[config.mk]
export PLATFORM = sky130hd
export DESIGN_NAME = vam_ctrl
export DESIGN_NICKNAME = d
export VERILOG_FILES = /design/src/vam_pkg.sv /design/src/vam_tmr_if.sv /design/src/vam_ctrl.sv /design/src/vam_hold_tmr.sv /design/src/vam_cal_sel.sv
export VERILOG_INCLUDE_DIRS = /design/src
export SDC_FILE = /design/constraint.sdc
export NUM_CORES = 1
export LEC_CHECK = 0
export ABC_AREA = 1
export BUFFER_PORTS_ARGS = -buffer_cell sky130_fd_sc_hd__buf_2
export CAP_MARGIN = 20
export CORE_UTILIZATION = 40
export CTS_CLUSTER_SIZE = 40
export DETAILED_ROUTE_END_ITERATION = 6
export HOLD_SLACK_MARGIN = 0.08
export PLACE_DENSITY_LB_ADDON = 0.3
export SLEW_MARGIN = 20
export SYNTH_ARGS = -nofsm -noshare
export SYNTH_HDL_FRONTEND = slang
export SYNTH_HIERARCHICAL = 1
export SYNTH_SLANG_ARGS = --single-unit
[constraint.sdc]
create_clock -name clk_i -period 17.95 [get_ports clk_i]
set_input_delay 0.8975 -clock clk_i [delete_from_list [all_inputs] [get_ports clk_i]]
set_output_delay 0.8975 -clock clk_i [all_outputs]
set_load 0.01 [all_outputs]
[src/vam_regs.svh]
// Register offsets, fields, reset values and timing constants of the voltage angle memory controller
// Summary of operation
// Memory engages only while the enable control bit is set.
// Low voltage means every used voltage below trigger setting, 2 to 50 V.
// With qualifier on, one phase current must also exceed pick-up setting.
// While engaged, amplitude output equals the trigger voltage setting.
// Angles of the tick before engagement are latched and output while engaged.
// Memory-in-use output stands for the whole engaged interval.
// An engagement not released earlier by blocking or disable ends after the hold limit, 0.02 to 50.00 s.
// On hold expiry, directional stages are told to go unidirectional.
// Blocking input sampled once per program tick, held for the cycle.
// Current follow on and voltages absent: sampling follows phase L3 current.
// Fixed mode: stage sampling uses the fixed frequency, frequency protection excepted.
// On/off events for enable change and low-voltage flag change.
// On/off events for overcurrent flag and current frequency following.
// On/off events for memory use and blocking.
// Sampling mode selects tracked frequency or fixed user frequency.
// Tracking mode: sampling frequency equals measured system frequency.
// Correction point chosen among eight calibrated frequency points.
// Fixed frequency in 0.001 Hz steps, default 50 Hz.
// Blocking releases memory early; re-engage only after low voltage clears. Disable also leaves wait, so re-enabling can re-engage while still low.
// Hold timer counts whole ticks, hold time rounded up.
`ifndef VAM_REGS_SVH
`define VAM_REGS_SVH
`define VAM_OFF_CTRL 8'h00
`define VAM_OFF_TRIG 8'h04
`define VAM_OFF_PICK 8'h08
`define VAM_OFF_HOLD 8'h0c
`define VAM_OFF_NOM 8'h10
`define VAM_OFF_STAT 8'h14
`define VAM_OFF_EVT 8'h18
`define VAM_OFF_SFRQ 8'h1c
`define VAM_CTRL_EN 0
`define VAM_CTRL_OCUSE 1
`define VAM_CTRL_CTF 2
`define VAM_CTRL_TRACK 3
`define VAM_CTRL_RST 8'h70
`define VAM_TRIG_MIN 32'h000000c8
`define VAM_TRIG_MAX 32'h00001388
`define VAM_TRIG_RST 16'h03e8
`define VAM_PICK_RST 16'h0064
`define VAM_HOLD_MIN 32'h00000002
`define VAM_HOLD_MAX 32'h00001388
`define VAM_HOLD_RST 16'h0032
`define VAM_NOM_MIN 32'h00001b58
`define VAM_NOM_MAX 32'h000124f8
`define VAM_NOM_RST 17'h0c350
`define VAM_TICK_US 32'h00001388
`define VAM_HOLD_STEP_US 32'h00002710
`define VAM_FL_EN 0
`define VAM_FL_LOW 1
`define VAM_FL_OC 2
`define VAM_FL_CT 3
`define VAM_FL_USE 4
`define VAM_FL_BLK 5
`define VAM_CAL_BP1 17'h03a98
`define VAM_CAL_BP2 17'h061a8
`define VAM_CAL_BP3 17'h088b8
`define VAM_CAL_BP4 17'h0afc8
`define VAM_CAL_BP5 17'h0d6d8
`define VAM_CAL_BP6 17'h0fde8
`define VAM_CAL_BP7 17'h11b34
`endif

[src/vam_pkg.sv]
// Types of the voltage angle memory controller
package vam_pkg;
  typedef enum logic [2:0] {
    VAM_IDLE = 3'b001,
    VAM_HELD = 3'b010,
    VAM_WAIT = 3'b100
  } vam_state_t;

  typedef struct packed {
    logic ack;
    logic [31:0] rdat;
    logic [7:0] ctrl;
    logic [15:0] trig;
    logic [15:0] pick;
    logic [15:0] hold;
    logic [16:0] nom;
    logic [11:0] sticky;
    vam_state_t fsm;
    logic blk;
    logic unidir;
    logic ffct;
    logic [5:0] flags;
    logic [11:0] evt;
    logic [2:0][15:0] ang_prev;
    logic [2:0][15:0] ang_hold;
    logic [2:0][15:0] amp;
    logic [2:0][15:0] ang_ref;
    logic [16:0] sfreq;
    logic [16:0] ffreq;
  } vam_top_t;

  typedef struct packed {
    logic [15:0] cnt;
    logic exp;
    logic run;
  } vam_tmr_t;

  typedef struct packed {
    logic [2:0] idx;
  } vam_cal_t;
endpackage

[src/vam_tmr_if.sv]
// Hold timer control and status bundle
interface vam_tmr_if;
  logic tick;
  logic start;
  logic stop;
  logic [15:0] limit;
  logic expired;
  logic running;
  modport ctl (output tick, output start, output stop, output limit, input expired, input running);
  modport tmr (input tick, input start, input stop, input limit, output expired, output running);
endinterface

[src/vam_ctrl.sv]
// Voltage angle memory controller with Wishbone register slave
`include "vam_regs.svh"
module vam_ctrl (
  input wire logic clk_i, // System clock, 125 MHz
  input wire logic rst_i, // Synchronous reset
  input wire logic [7:0] wb_adr_i, // Byte address
  input wire logic [31:0] wb_dat_i, // Write data
  input wire logic [3:0] wb_sel_i, // Byte enables
  input wire logic wb_we_i, // Write strobe
  input wire logic wb_cyc_i, // Bus cycle
  input wire logic wb_stb_i, // Strobe
  output logic [31:0] wb_dat_o, // Read data
  output logic wb_ack_o, // Acknowledge
  input wire logic tick_i, // Program cycle tick
  input wire logic blk_i, // Memory blocking input
  input wire logic [2:0][15:0] volt_i, // Voltage magnitudes, 0.01 V
  input wire logic [2:0][15:0] curr_i, // Phase current magnitudes
  input wire logic [2:0][15:0] ang_i, // Voltage angles, 0.01 deg
  input wire logic [16:0] trk_freq_i, // Tracked system frequency, mHz
  input wire logic [16:0] il3_freq_i, // Frequency from L3 current, mHz
  output logic [2:0][15:0] amp_o, // Voltage amplitude to stages
  output logic [2:0][15:0] ang_ref_o, // Angle reference to stages
  output logic mem_on_o, // Memory in use
  output logic unidir_o, // Stages fall back to unidirectional
  output logic freq_from_ct_o, // Sampling follows current channel
  output logic [16:0] samp_freq_o, // Stage sampling frequency, mHz
  output logic [16:0] fprot_freq_o, // Frequency protection input, mHz
  output logic [2:0] cal_pt_o, // Correction point index
  output logic [11:0] evt_o // On/off event pulses
);
  vam_pkg::vam_top_t s_q;
  vam_pkg::vam_top_t s_d;
  vam_tmr_if tif ();

  logic en;
  logic low_v;
  logic oc_hit;
  logic cond;
  logic blk_now;
  logic engage;
  logic held_d;
  logic wr;
  logic [31:0] rd_mux;

  // Byte-lane merge of a write into an old value
  function automatic logic [31:0] merge(input logic [31:0] old, input logic [31:0] nw, input logic [3:0] sel);
    merge = old;
    for (int b = 0; b < 4; b++) begin
      if (sel[b]) begin
        merge[8*b +: 8] = nw[8*b +: 8];
      end
    end
  endfunction

  // Settings outside their range are pinned to the nearest limit
  function automatic logic [31:0] clamp(input logic [31:0] v, input logic [31:0] lo, input logic [31:0] hi);
    if (v < lo) begin
      clamp = lo;
    end else if (v > hi) begin
      clamp = hi;
    end else begin
      clamp = v;
    end
  endfunction

  assign en = s_q.ctrl[`VAM_CTRL_EN];

  // Used voltages all low; an empty mask never reads as low
  always_comb begin
    low_v = |s_q.ctrl[6:4];
    oc_hit = 1'b0;
    for (int i = 0; i < 3; i++) begin
      if (s_q.ctrl[4+i] && volt_i[i] >= s_q.trig) begin
        low_v = 1'b0;
      end
      if (curr_i[i] > s_q.pick) begin
        oc_hit = 1'b1;
      end
    end
  end

  // Blocking taken at the tick, held until the next one
  assign blk_now = tick_i ? blk_i : s_q.blk;
  assign cond = en && low_v && (!s_q.ctrl[`VAM_CTRL_OCUSE] || oc_hit);
  assign engage = tick_i && s_q.fsm == vam_pkg::VAM_IDLE && cond && !blk_now;

  // Timer is steered from here; stop also covers disable
  assign tif.tick = tick_i;
  assign tif.start = engage;
  assign tif.stop = s_q.fsm == vam_pkg::VAM_HELD && ((tick_i && blk_now) || !en);
  assign tif.limit = s_q.hold;

  vam_hold_tmr u_tmr (
    .clk_i (clk_i),
    .rst_i (rst_i),
    .t (tif)
  );

  vam_cal_sel u_cal (
    .clk_i (clk_i),
    .rst_i (rst_i),
    .freq_i (s_q.sfreq),
    .idx_o (cal_pt_o)
  );

  // Register read decode
  always_comb begin
    if (wb_adr_i == `VAM_OFF_CTRL) begin
      rd_mux = {24'h000000, s_q.ctrl};
    end else if (wb_adr_i == `VAM_OFF_TRIG) begin
      rd_mux = {16'h0000, s_q.trig};
    end else if (wb_adr_i == `VAM_OFF_PICK) begin
      rd_mux = {16'h0000, s_q.pick};
    end else if (wb_adr_i == `VAM_OFF_HOLD) begin
      rd_mux = {16'h0000, s_q.hold};
    end else if (wb_adr_i == `VAM_OFF_NOM) begin
      rd_mux = {15'h0000, s_q.nom};
    end else if (wb_adr_i == `VAM_OFF_STAT) begin
      rd_mux = {21'h000000, s_q.fsm, 1'b0, s_q.unidir, s_q.flags};
    end else if (wb_adr_i == `VAM_OFF_EVT) begin
      rd_mux = {20'h00000, s_q.sticky};
    end else if (wb_adr_i == `VAM_OFF_SFRQ) begin
      rd_mux = {15'h0000, s_q.sfreq};
    end else begin
      rd_mux = 32'h00000000;
    end
  end

  // Write lands on the edge where the master sees ack
  assign wr = wb_cyc_i && wb_stb_i && wb_we_i && s_q.ack;

  // Whole next state of the block
  always_comb begin
    s_d = s_q;
    held_d = 1'b0;
    s_d.evt = 12'h000;
    // Bus slave, one wait state on every access
    s_d.ack = wb_cyc_i && wb_stb_i && !s_q.ack;
    if (s_d.ack && !wb_we_i) begin
      s_d.rdat = rd_mux;
    end
    if (wr) begin
      if (wb_adr_i == `VAM_OFF_CTRL) begin
        s_d.ctrl = 8'(merge({24'h000000, s_q.ctrl}, wb_dat_i, wb_sel_i));
      end else if (wb_adr_i == `VAM_OFF_TRIG) begin
        s_d.trig = 16'(clamp(merge({16'h0000, s_q.trig}, wb_dat_i, wb_sel_i) & 32'h0000ffff,
          `VAM_TRIG_MIN, `VAM_TRIG_MAX));
      end else if (wb_adr_i == `VAM_OFF_PICK) begin
        s_d.pick = 16'(merge({16'h0000, s_q.pick}, wb_dat_i, wb_sel_i));
      end else if (wb_adr_i == `VAM_OFF_HOLD) begin
        s_d.hold = 16'(clamp(merge({16'h0000, s_q.hold}, wb_dat_i, wb_sel_i) & 32'h0000ffff,
          `VAM_HOLD_MIN, `VAM_HOLD_MAX));
      end else if (wb_adr_i == `VAM_OFF_NOM) begin
        s_d.nom = 17'(clamp(merge({15'h0000, s_q.nom}, wb_dat_i, wb_sel_i) & 32'h0001ffff,
          `VAM_NOM_MIN, `VAM_NOM_MAX));
      end
    end
    if (tick_i) begin
      s_d.blk = blk_i;
    end
    // Engagement sequence
    case (s_q.fsm)
      vam_pkg::VAM_IDLE: begin
        if (engage) begin
          s_d.fsm = vam_pkg::VAM_HELD;
          s_d.ang_hold = s_q.ang_prev;
        end else if (tick_i) begin
          s_d.ang_prev = ang_i;
        end
      end
      vam_pkg::VAM_HELD: begin
        if (!en) begin
          s_d.fsm = vam_pkg::VAM_IDLE;
        end else if (tick_i && blk_now) begin
          s_d.fsm = vam_pkg::VAM_WAIT;
        end else if (tif.expired) begin
          s_d.fsm = vam_pkg::VAM_WAIT;
          s_d.unidir = 1'b1;
        end
      end
      vam_pkg::VAM_WAIT: begin
        // No re-engage until the low voltage has gone away or the function is disabled
        if (!en || (tick_i && !low_v)) begin
          s_d.fsm = vam_pkg::VAM_IDLE;
          s_d.unidir = 1'b0;
        end
      end
      default: begin
        s_d.fsm = vam_pkg::VAM_IDLE;
      end
    endcase
    held_d = s_d.fsm == vam_pkg::VAM_HELD;
    // Stage quantities: trigger level and frozen angles while held
    for (int i = 0; i < 3; i++) begin
      s_d.amp[i] = held_d ? s_d.trig : volt_i[i];
      s_d.ang_ref[i] = held_d ? s_d.ang_hold[i] : ang_i[i];
    end
    // Sampling source; frequency protection always sees the tracker
    s_d.ffct = s_q.ctrl[`VAM_CTRL_CTF] && low_v;
    if (s_d.ffct) begin
      s_d.sfreq = il3_freq_i;
    end else if (s_q.ctrl[`VAM_CTRL_TRACK]) begin
      s_d.sfreq = trk_freq_i;
    end else begin
      s_d.sfreq = s_q.nom;
    end
    s_d.ffreq = trk_freq_i;
    // Condition flags and their on/off edges
    s_d.flags[`VAM_FL_EN] = en;
    s_d.flags[`VAM_FL_LOW] = low_v;
    s_d.flags[`VAM_FL_OC] = oc_hit;
    s_d.flags[`VAM_FL_CT] = s_d.ffct;
    s_d.flags[`VAM_FL_USE] = held_d;
    s_d.flags[`VAM_FL_BLK] = s_d.blk;
    for (int k = 0; k < 6; k++) begin
      s_d.evt[2*k] = s_d.flags[k] && !s_q.flags[k];
      s_d.evt[2*k+1] = !s_d.flags[k] && s_q.flags[k];
    end
    // Event log is write-one-to-clear; a new event beats the clear
    if (wr && wb_adr_i == `VAM_OFF_EVT) begin
      s_d.sticky = s_q.sticky & ~12'(merge(32'h00000000, wb_dat_i, wb_sel_i));
    end
    s_d.sticky = s_d.sticky | s_d.evt;
  end

  // State register
  always_ff @(posedge clk_i) begin
    if (rst_i) begin
      s_q <= '0;
      s_q.ctrl <= `VAM_CTRL_RST;
      s_q.trig <= `VAM_TRIG_RST;
      s_q.pick <= `VAM_PICK_RST;
      s_q.hold <= `VAM_HOLD_RST;
      s_q.nom <= `VAM_NOM_RST;
      s_q.fsm <= vam_pkg::VAM_IDLE;
    end else begin
      s_q <= s_d;
    end
  end

  assign wb_ack_o = s_q.ack;
  assign wb_dat_o = s_q.rdat;
  assign amp_o = s_q.amp;
  assign ang_ref_o = s_q.ang_ref;
  assign mem_on_o = s_q.fsm == vam_pkg::VAM_HELD;
  assign unidir_o = s_q.unidir;
  assign freq_from_ct_o = s_q.ffct;
  assign samp_freq_o = s_q.sfreq;
  assign fprot_freq_o = s_q.ffreq;
  assign evt_o = s_q.evt;
endmodule // vam_ctrl

[src/vam_hold_tmr.sv]
// Definite-time hold timer counting program ticks
`include "vam_regs.svh"
module vam_hold_tmr (
  input wire logic clk_i, // System clock
  input wire logic rst_i, // Synchronous reset
  vam_tmr_if.tmr t // Timer control
);
  vam_pkg::vam_tmr_t t_q;
  vam_pkg::vam_tmr_t t_d;
  logic [31:0] cyc;

  // Hold in 10 ms steps to ticks, rounded up
  assign cyc = (32'(t.limit) * `VAM_HOLD_STEP_US + `VAM_TICK_US - 32'h1) / `VAM_TICK_US;

  // Stop beats start; the two never meet, since stop is raised only while held and start only from idle
  always_comb begin
    t_d = t_q;
    t_d.exp = 1'b0;
    if (t.stop) begin
      t_d.run = 1'b0;
      t_d.cnt = 16'h0000;
    end else if (t.start) begin
      t_d.cnt = cyc[15:0];
      t_d.run = 1'b1;
    end else if (t_q.run && t.tick) begin
      if (t_q.cnt == 16'h0001) begin
        t_d.exp = 1'b1;
        t_d.run = 1'b0;
        t_d.cnt = 16'h0000;
      end else begin
        t_d.cnt = t_q.cnt - 16'h0001;
      end
    end
  end

  always_ff @(posedge clk_i) begin
    if (rst_i) begin
      t_q <= '0;
    end else begin
      t_q <= t_d;
    end
  end

  assign t.expired = t_q.exp;
  assign t.running = t_q.run;
endmodule // vam_hold_tmr

[src/vam_cal_sel.sv]
// Selects one of eight calibrated correction points from the sampling frequency
`include "vam_regs.svh"
module vam_cal_sel (
  input wire logic clk_i, // System clock
  input wire logic rst_i, // Synchronous reset
  input wire logic [16:0] freq_i, // Sampling frequency, mHz
  output logic [2:0] idx_o // Correction point index
);
  vam_pkg::vam_cal_t c_q;
  vam_pkg::vam_cal_t c_d;
  logic [7:1] hit;

  // Breakpoints midway between calibrated points
  function automatic logic [16:0] bp(input int i);
    case (i)
      1: bp = `VAM_CAL_BP1;
      2: bp = `VAM_CAL_BP2;
      3: bp = `VAM_CAL_BP3;
      4: bp = `VAM_CAL_BP4;
      5: bp = `VAM_CAL_BP5;
      6: bp = `VAM_CAL_BP6;
      default: bp = `VAM_CAL_BP7;
    endcase
  endfunction

  genvar g;
  generate
    for (g = 1; g < 8; g++) begin : g_cmp
      assign hit[g] = freq_i >= bp(g);
    end
  endgenerate

  // Breakpoints ascend, so the hit count is the index
  always_comb begin
    c_d.idx = 3'h0;
    for (int i = 1; i < 8; i++) begin
      c_d.idx = c_d.idx + {2'b00, hit[i]};
    end
  end

  always_ff @(posedge clk_i) begin
    if (rst_i) begin
      c_q <= '0;
    end else begin
      c_q <= c_d;
    end
  end

  assign idx_o = c_q.idx;
endmodule // vam_cal_sel

==> results of run 1 <==
## worst paths after layout
check	start	end	slack (ns)	cells after the start
min reg2reg	s_q[223]$_SDFFE_PP0P_	s_q[223]$_SDFFE_PP0P_	0.46	2
max reg2reg	tif.limit[9]$_SDFFE_PP0P_	u_tmr/t_q[2]$_SDFFE_PP0P_	1.04	139
min	s_q[223]$_SDFFE_PP0P_	s_q[223]$_SDFFE_PP0P_	0.46	2
max	tif.limit[9]$_SDFFE_PP0P_	u_tmr/t_q[2]$_SDFFE_PP0P_	1.04	139
## stage by stage
| step | util, % | total power, uW | setup slack [ns] | hold WS [ns] | area [um^2] |
|---|---|---|---|---|---|
| 2_1_floorplan | - | 1130 | 1.98 | 0.440 | 31500 |
| 3_3_place_gp | 44.8 | 1260 | 0.541 | 0.450 | 34700 |
| 3_5_place_dp | 44.8 | 1260 | 0.322 | 0.452 | 34700 |
| 4_1_cts | 46.6 | 2160 | 0.291 | 0.462 | 36200 |
| 5_1_grt | 47.6 | 2250 | -0.406 | 0.481 | 37000 |
| 6_report | 47.6 | 2160 | 1.04 | 0.459 | 37000 |
## routing by layer
layer | global-route usage (%) | wire (um)
met4 | 9.58 | 3800
met2 | 38.5 | 45000
met1 | 28.7 | 40600
met3 | 3.58 | 4840
met5 | 0 | 31
## layout by cell type, fill, tap and decap left out, types with 17 or more instances in the layout
master and instances:
nand2_1 999, inv_1 491, buf_2 377, dfxtp_1 369
nor2_1 366, nand3_1 364, a21oi_1 329, buf_4 296
nand2_2 177, ha_1 174, o21ai_0 161, nand4_1 134
nand2_4 114, inv_2 64, nor2_4 47, nor2_2 45
nand3_2 43, clkbuf_16 41, xor2_1 39, fa_1 38
nor3_1 31, nand3_4 19, o21ai_1 18, clkinv_1 17
## power breakdown
part / internal, uW / switching (uW) / leakage [uW]
registers: 850 / 11.0 / 0.00305
clock network: 538 / 369 / 0.000713
logic: 162 / 229 / 0.0148
## critical path: cells and delay by family, from the launching register on
kind | cells | cell delay [ns]
buffers and inverters | 29 | 2.96
DFF | 1 | 0.37
and+or+nand+nor | 94 | 9.23
xor gates and xnor gates | 1 | 0.19
AOI/OAI and AO/OA | 8 | 1.40
adders and majority gates | 7 | 2.62
## flip-flops by register name, indices dropped and copies added (netlist names)
signal and flops:
unidir_o 1, wb_ack_o 1, u_cal/idx_o 3, evt_o 12, u_tmr/t_q 16, ang_ref_o 48, en 1, amp_o 48
samp_freq_o 17, s_q 173, fprot_freq_o 17, u_tmr/t.expired 1, wb_dat_o 17, tif.limit 16, u_tmr/t.running 1
## cells by family (layout without fill, tap and decap cells)
logic type	after synthesis	in the layout	synth area share, %
xor+xnor	53	53	1.63
flops	372	372	23.7
fa+ha+maj	218	218	9.58
other cells	1	18	0.0119
buf+inv	907	1347	13.9
simple gates	2412	2418	39.5
compound gates	644	644	11.7
## cell type report
type | instances | area share, %
clock buffer | 56 | 3.20
inverter | 587 | 6.08
timing repair buffer | 686 | 11.7
clock inverter | 18 | 0.690
tap | 1040 | 3.52
sequential | 372 | 20.2
multi-input combinational | 3348 | 54.6
antenna | 3 | 0.0203
## repair_timing
action,in CTS,in global routing
endpoints found under the setup margin,0,3
gates resized for setup,0,98
setup buffers,0,35
==> key figures, run 1 <==
Status
  • Outcome: complete, no violations

Critical path
  • Setup CP Type: register to register
  • Crit. End Element: register
  • Slowest CP cell: fa_1
  • CP peak stage delay: 0.54 ns
  • Startpoint types: register
  • Worst EP arrival: 17.37 ns
  • CP required: 18.41 ns
  • CP max FO: 8

Placed design
  • Placed wire-length estimate: 72100 um
  • Number of port buffers: 378
  • DP Cell Count: 5992
  • Placer Congestion: 1.00

Floorplanning
  • FP Rows: 102
  • I/O pin cnt: 410
  • Chip Height: 282 um
  • Core area: 77600 um^2
  • Die W: 282 um
  • DIE AREA: 79800 um^2
  • Initial Utilization: 40.5%

Synth
  • Synth top cells by count: nand2_1, inv_1, nor2_1, nand3_1, dfxtp_1
  • Register area share after synthesis: 23.7%
  • Yosys warnings: 6
  • Number of flops mapped to enable cells by yosys: 0
  • Ys async rst share: 0%
  • Primary FF master, synth: dfxtp_1
  • Synth Cell Area: 31500 um^2
  • Synth unique cells: 77
  • Syn Area/Cell: 6.83 um^2
  • Area share of the largest cell type after synthesis: 23.7%
  • Post-synth top area cell: dfxtp_1
  • Post-Syn Instances: 4607
  • Synth top area cells: dfxtp_1, nand2_1, ha_1, nand3_1, inv_1
  • Most common cell in the netlist: nand2_1
  • Synthesized flop and latch total: 372

STA
  • Worst Skew: 0.0255 ns
  • Worst slew pin tran: 1.03 ns
  • Period minus WS final: 16.91 ns
  • Setup TNS: 0 ns
  • Final Hold Viols: 0
  • Endpoints failing setup: 0
  • RSZ-0062 raised after global routing: yes
  • Final Max Slew Viols: 0
  • Period utilization: 94.2%
  • Fmax: 59.1 MHz
  • Slew HR: 31.5%

Worst hold path
  • Hold/Removal Path Class: register to register

Route
  • Total number of vias: 30700
  • Wirelength per Cell: 15.4 um
  • Initial DRC count: 1988
  • Vias per cell: 5.02
  • Drt total wl: 94300 um
  • DRT antenna net count: 0
  • DRC: 0
  • Pre-antenna DRT Iters: 6

Global route
  • Largest net degree at the start of global routing: 185
  • First-pass GRT wire length: 148000 um
  • Initial antenna violation count: 8
  • Vias in the first global route: 28100
  • Total GRT Usage: 22.8%
  • Total gr overflow: 0

CTS
  • Clock Latency Late Sink: 0.58 ns
  • Hold_buf cts: 0
  • TritonCTS clock tree: built
  • Clk buf depth: 3
  • Worst-path clk slew: 0.07 ns
  • Clock root buffer: clkbuf_16
  • CTS Sinks: 372
  • Inserted Clock Buffers: 40
  • H-tree Lvls: 2

Layout
  • P&R area growth vs syn: 17.5%
  • FILL cells: 8051
  • Footprint of the multi-input gates: 20200 um^2
  • Share of cells above drive strength 1: 27.1%
  • Nets: 5482
  • Register area: 7450 um^2
  • Final cell count without fillers: 6110

Power
  • Maximum VDD drop: 0.0587 mV
  • P_leak: 0.0185 uW
  • PD cells: 58.4 nW/um^2

Flow run
  • Max-cap violations: 0
(Power assumes the default switching activity.)
==> run 2: changes to the inputs <==
--- a/config.mk
+++ b/config.mk
@@ -9,7 +9,9 @@
 export ABC_AREA = 1
 export BUFFER_PORTS_ARGS = -buffer_cell sky130_fd_sc_hd__buf_2
 export CAP_MARGIN = 20
-export CORE_UTILIZATION = 40
+export CELL_PAD_IN_SITES_DETAIL_PLACEMENT = 0
+export CELL_PAD_IN_SITES_GLOBAL_PLACEMENT = 2
+export CORE_UTILIZATION = 33
 export CTS_CLUSTER_SIZE = 40
 export DETAILED_ROUTE_END_ITERATION = 6
 export HOLD_SLACK_MARGIN = 0.08
==> key figures, run 2 (synthesis gave the netlist of run 1 again) <==
CTS
  • H-tree Lvls: 2
  • Clock Latency Late Sink: 0.61 ns
  • Worst-path clk slew: 0.06 ns
  • Inserted Clock Buffers: 46
  • Hold_buf cts: 0
  • TritonCTS clock tree: built
  • Clock root buffer: clkbuf_16
  • CTS Sinks: 372
  • Clk buf depth: 3

Global route
  • First-pass GRT wire length: 164000 um
  • Total gr overflow: 0
  • Largest net degree at the start of global routing: 79
  • Total GRT Usage: 21.1%
  • Initial antenna violation count: 9
  • Vias in the first global route: 29700

Layout
  • Design area: 39200 um^2
  • Nets: 5622
  • Final cell count without fillers: 6474
  • Share of cells above drive strength 1: 31.2%
  • Commonest non-fill, non-tap cells in the layout: nand2_1, inv_1, buf_4
  • Max FFs per register: 173
  • Fin util: 41.8%
  • P&R area growth vs syn: 24.7%
  • Top reg by flops: s_q
  • Commonest non-fill, non-tap cell in the layout: nand2_1

Floorplanning
  • FP Rows: 112
  • DIE AREA: 96600 um^2
  • Core area: 93900 um^2
  • I/O pin cnt: 410
  • Chip Height: 311 um
  • Initial Utilization: 33.5%
  • Die W: 311 um

Placed design
  • DP Cell Count: 6304
  • Placed wire-length estimate: 81300 um
  • Number of port buffers: 378
  • DP Worst Slack: 0.383 ns
  • DP Area: 35700 um^2
  • Placer Congestion: 0.889

Flow run
  • Max-cap violations: 0

Status
  • Outcome: complete, no violations

Worst hold path
  • WHS Path Cells: 2
  • Hold/Removal Path Class: register to register

Route
  • DRT antenna net count: 0
  • DRC: 0
  • Initial DRC count: 1823
  • Drt total wl: 106000 um
  • Total number of vias: 31100
  • Vias per cell: 4.80
  • Pre-antenna DRT Iters: 6
  • Wirelength per Cell: 16.4 um

STA
  • Fmax: 59.2 MHz
  • Period minus WS final: 16.88 ns
  • Endpoints failing setup: 0
  • Final Max Slew Viols: 0
  • Slew HR: 31.5%
  • Setup slack after layout: 1.07 ns
  • Worst Skew: 0.0332 ns
  • Period utilization: 94.1%
  • Worst slew pin tran: 1.03 ns
  • Final Hold Viols: 0
  • Hold WS: 0.459 ns

Critical path
  • Crit. End Element: register
  • Slowest CP cell: fa_1
  • CP required: 18.42 ns
  • Startpoint types: register
  • Worst EP arrival: 17.35 ns
  • CP max FO: 8
  • CP dominant cell by count: nand2_4
  • CP peak stage delay: 0.53 ns
  • Reg2reg path depth: 132
  • Setup CP Type: register to register

Power
  • PD cells: 57.9 nW/um^2
  • P_leak: 0.0195 uW
  • Maximum VDD drop: 0.0629 mV
run 2: cell types whose count changed in the layout (fill, tap and decap cells not counted), sizes merged:
| cell | change |
|---|---|
| diode | +5 |
| buf | +134 |
| clkinv | -1 |
| clkinvlp | +1 |
| nand2 | +1 |
| inv | +7 |
| clkbuf | +6 |
| bufinv | -2 |
| nand4 | -1 |
run 2: through the flow:
stage	setup TNS, ns	total power (uW)
final	0	2270
after detailed placement	0	1270
after global placement	0	1270
after CTS	0	2250
after floorplan	0	1130
after global routing	-0.158	2380
run 2: path summary, 6_finish.rpt:
check / start / endpoint / slack, ns
worst max-delay path: tif.limit[6]$_SDFFE_PP0P_ / u_tmr/t_q[2]$_SDFFE_PP0P_ / 1.07
worst min-delay path: s_q[194]$_SDFFE_PP0P_ / s_q[194]$_SDFFE_PP0P_ / 0.46
worst max register to register: tif.limit[6]$_SDFFE_PP0P_ / u_tmr/t_q[2]$_SDFFE_PP0P_ / 1.07
worst min register to register: s_q[194]$_SDFFE_PP0P_ / s_q[194]$_SDFFE_PP0P_ / 0.46
run 2: what timing repair did:
item,4_1_cts,5_1_grt
gates resized for setup,0,299
setup buffers,0,71
setup endpoints to repair,0,2
run 2: report_power, final:
| group | total [uW] | switching [uW] | internal (uW) |
|---|---|---|---|
| combinational | 446 | 254 | 192 |
| sequential | 861 | 11.5 | 850 |
| clock | 963 | 406 | 557 |
| total | 2270 | 671 | 1600 |
run 2: layout make-up:
type | count | area (um^2)
well taps | 1254 | 1570
clock inverters | 23 | 233
inverters | 587 | 2260
multi-input cells | 3348 | 21000
flip-flops and latches | 372 | 7450
diodes | 8 | 20.0
fillers | 10100 | 54700
repair buffers | 820 | 5430
clock buffers | 62 | 1300
run 2: metal layers:
metal / global-route usage (%) / wire, um / vias up
met5: 0 / 27 / -
met4: 8.65 / 4020 / 4
met3: 2.93 / 4380 / 172
met2: 36.4 / 52000 / 599
met1: 26.1 / 45900 / 14400
li1: - / - / 15900
run 2: critical path: cells and delay by family (launching register included):
kind	cells	cell delay, ns
flip-flops	1	0.34
adder cells (fa/ha/maj)	6	2.39
AND/OR/NAND/NOR	87	8.90
XOR/XNOR	3	0.53
buffers and inverters	27	3.16
AO/OA/AOI/OAI	9	1.36
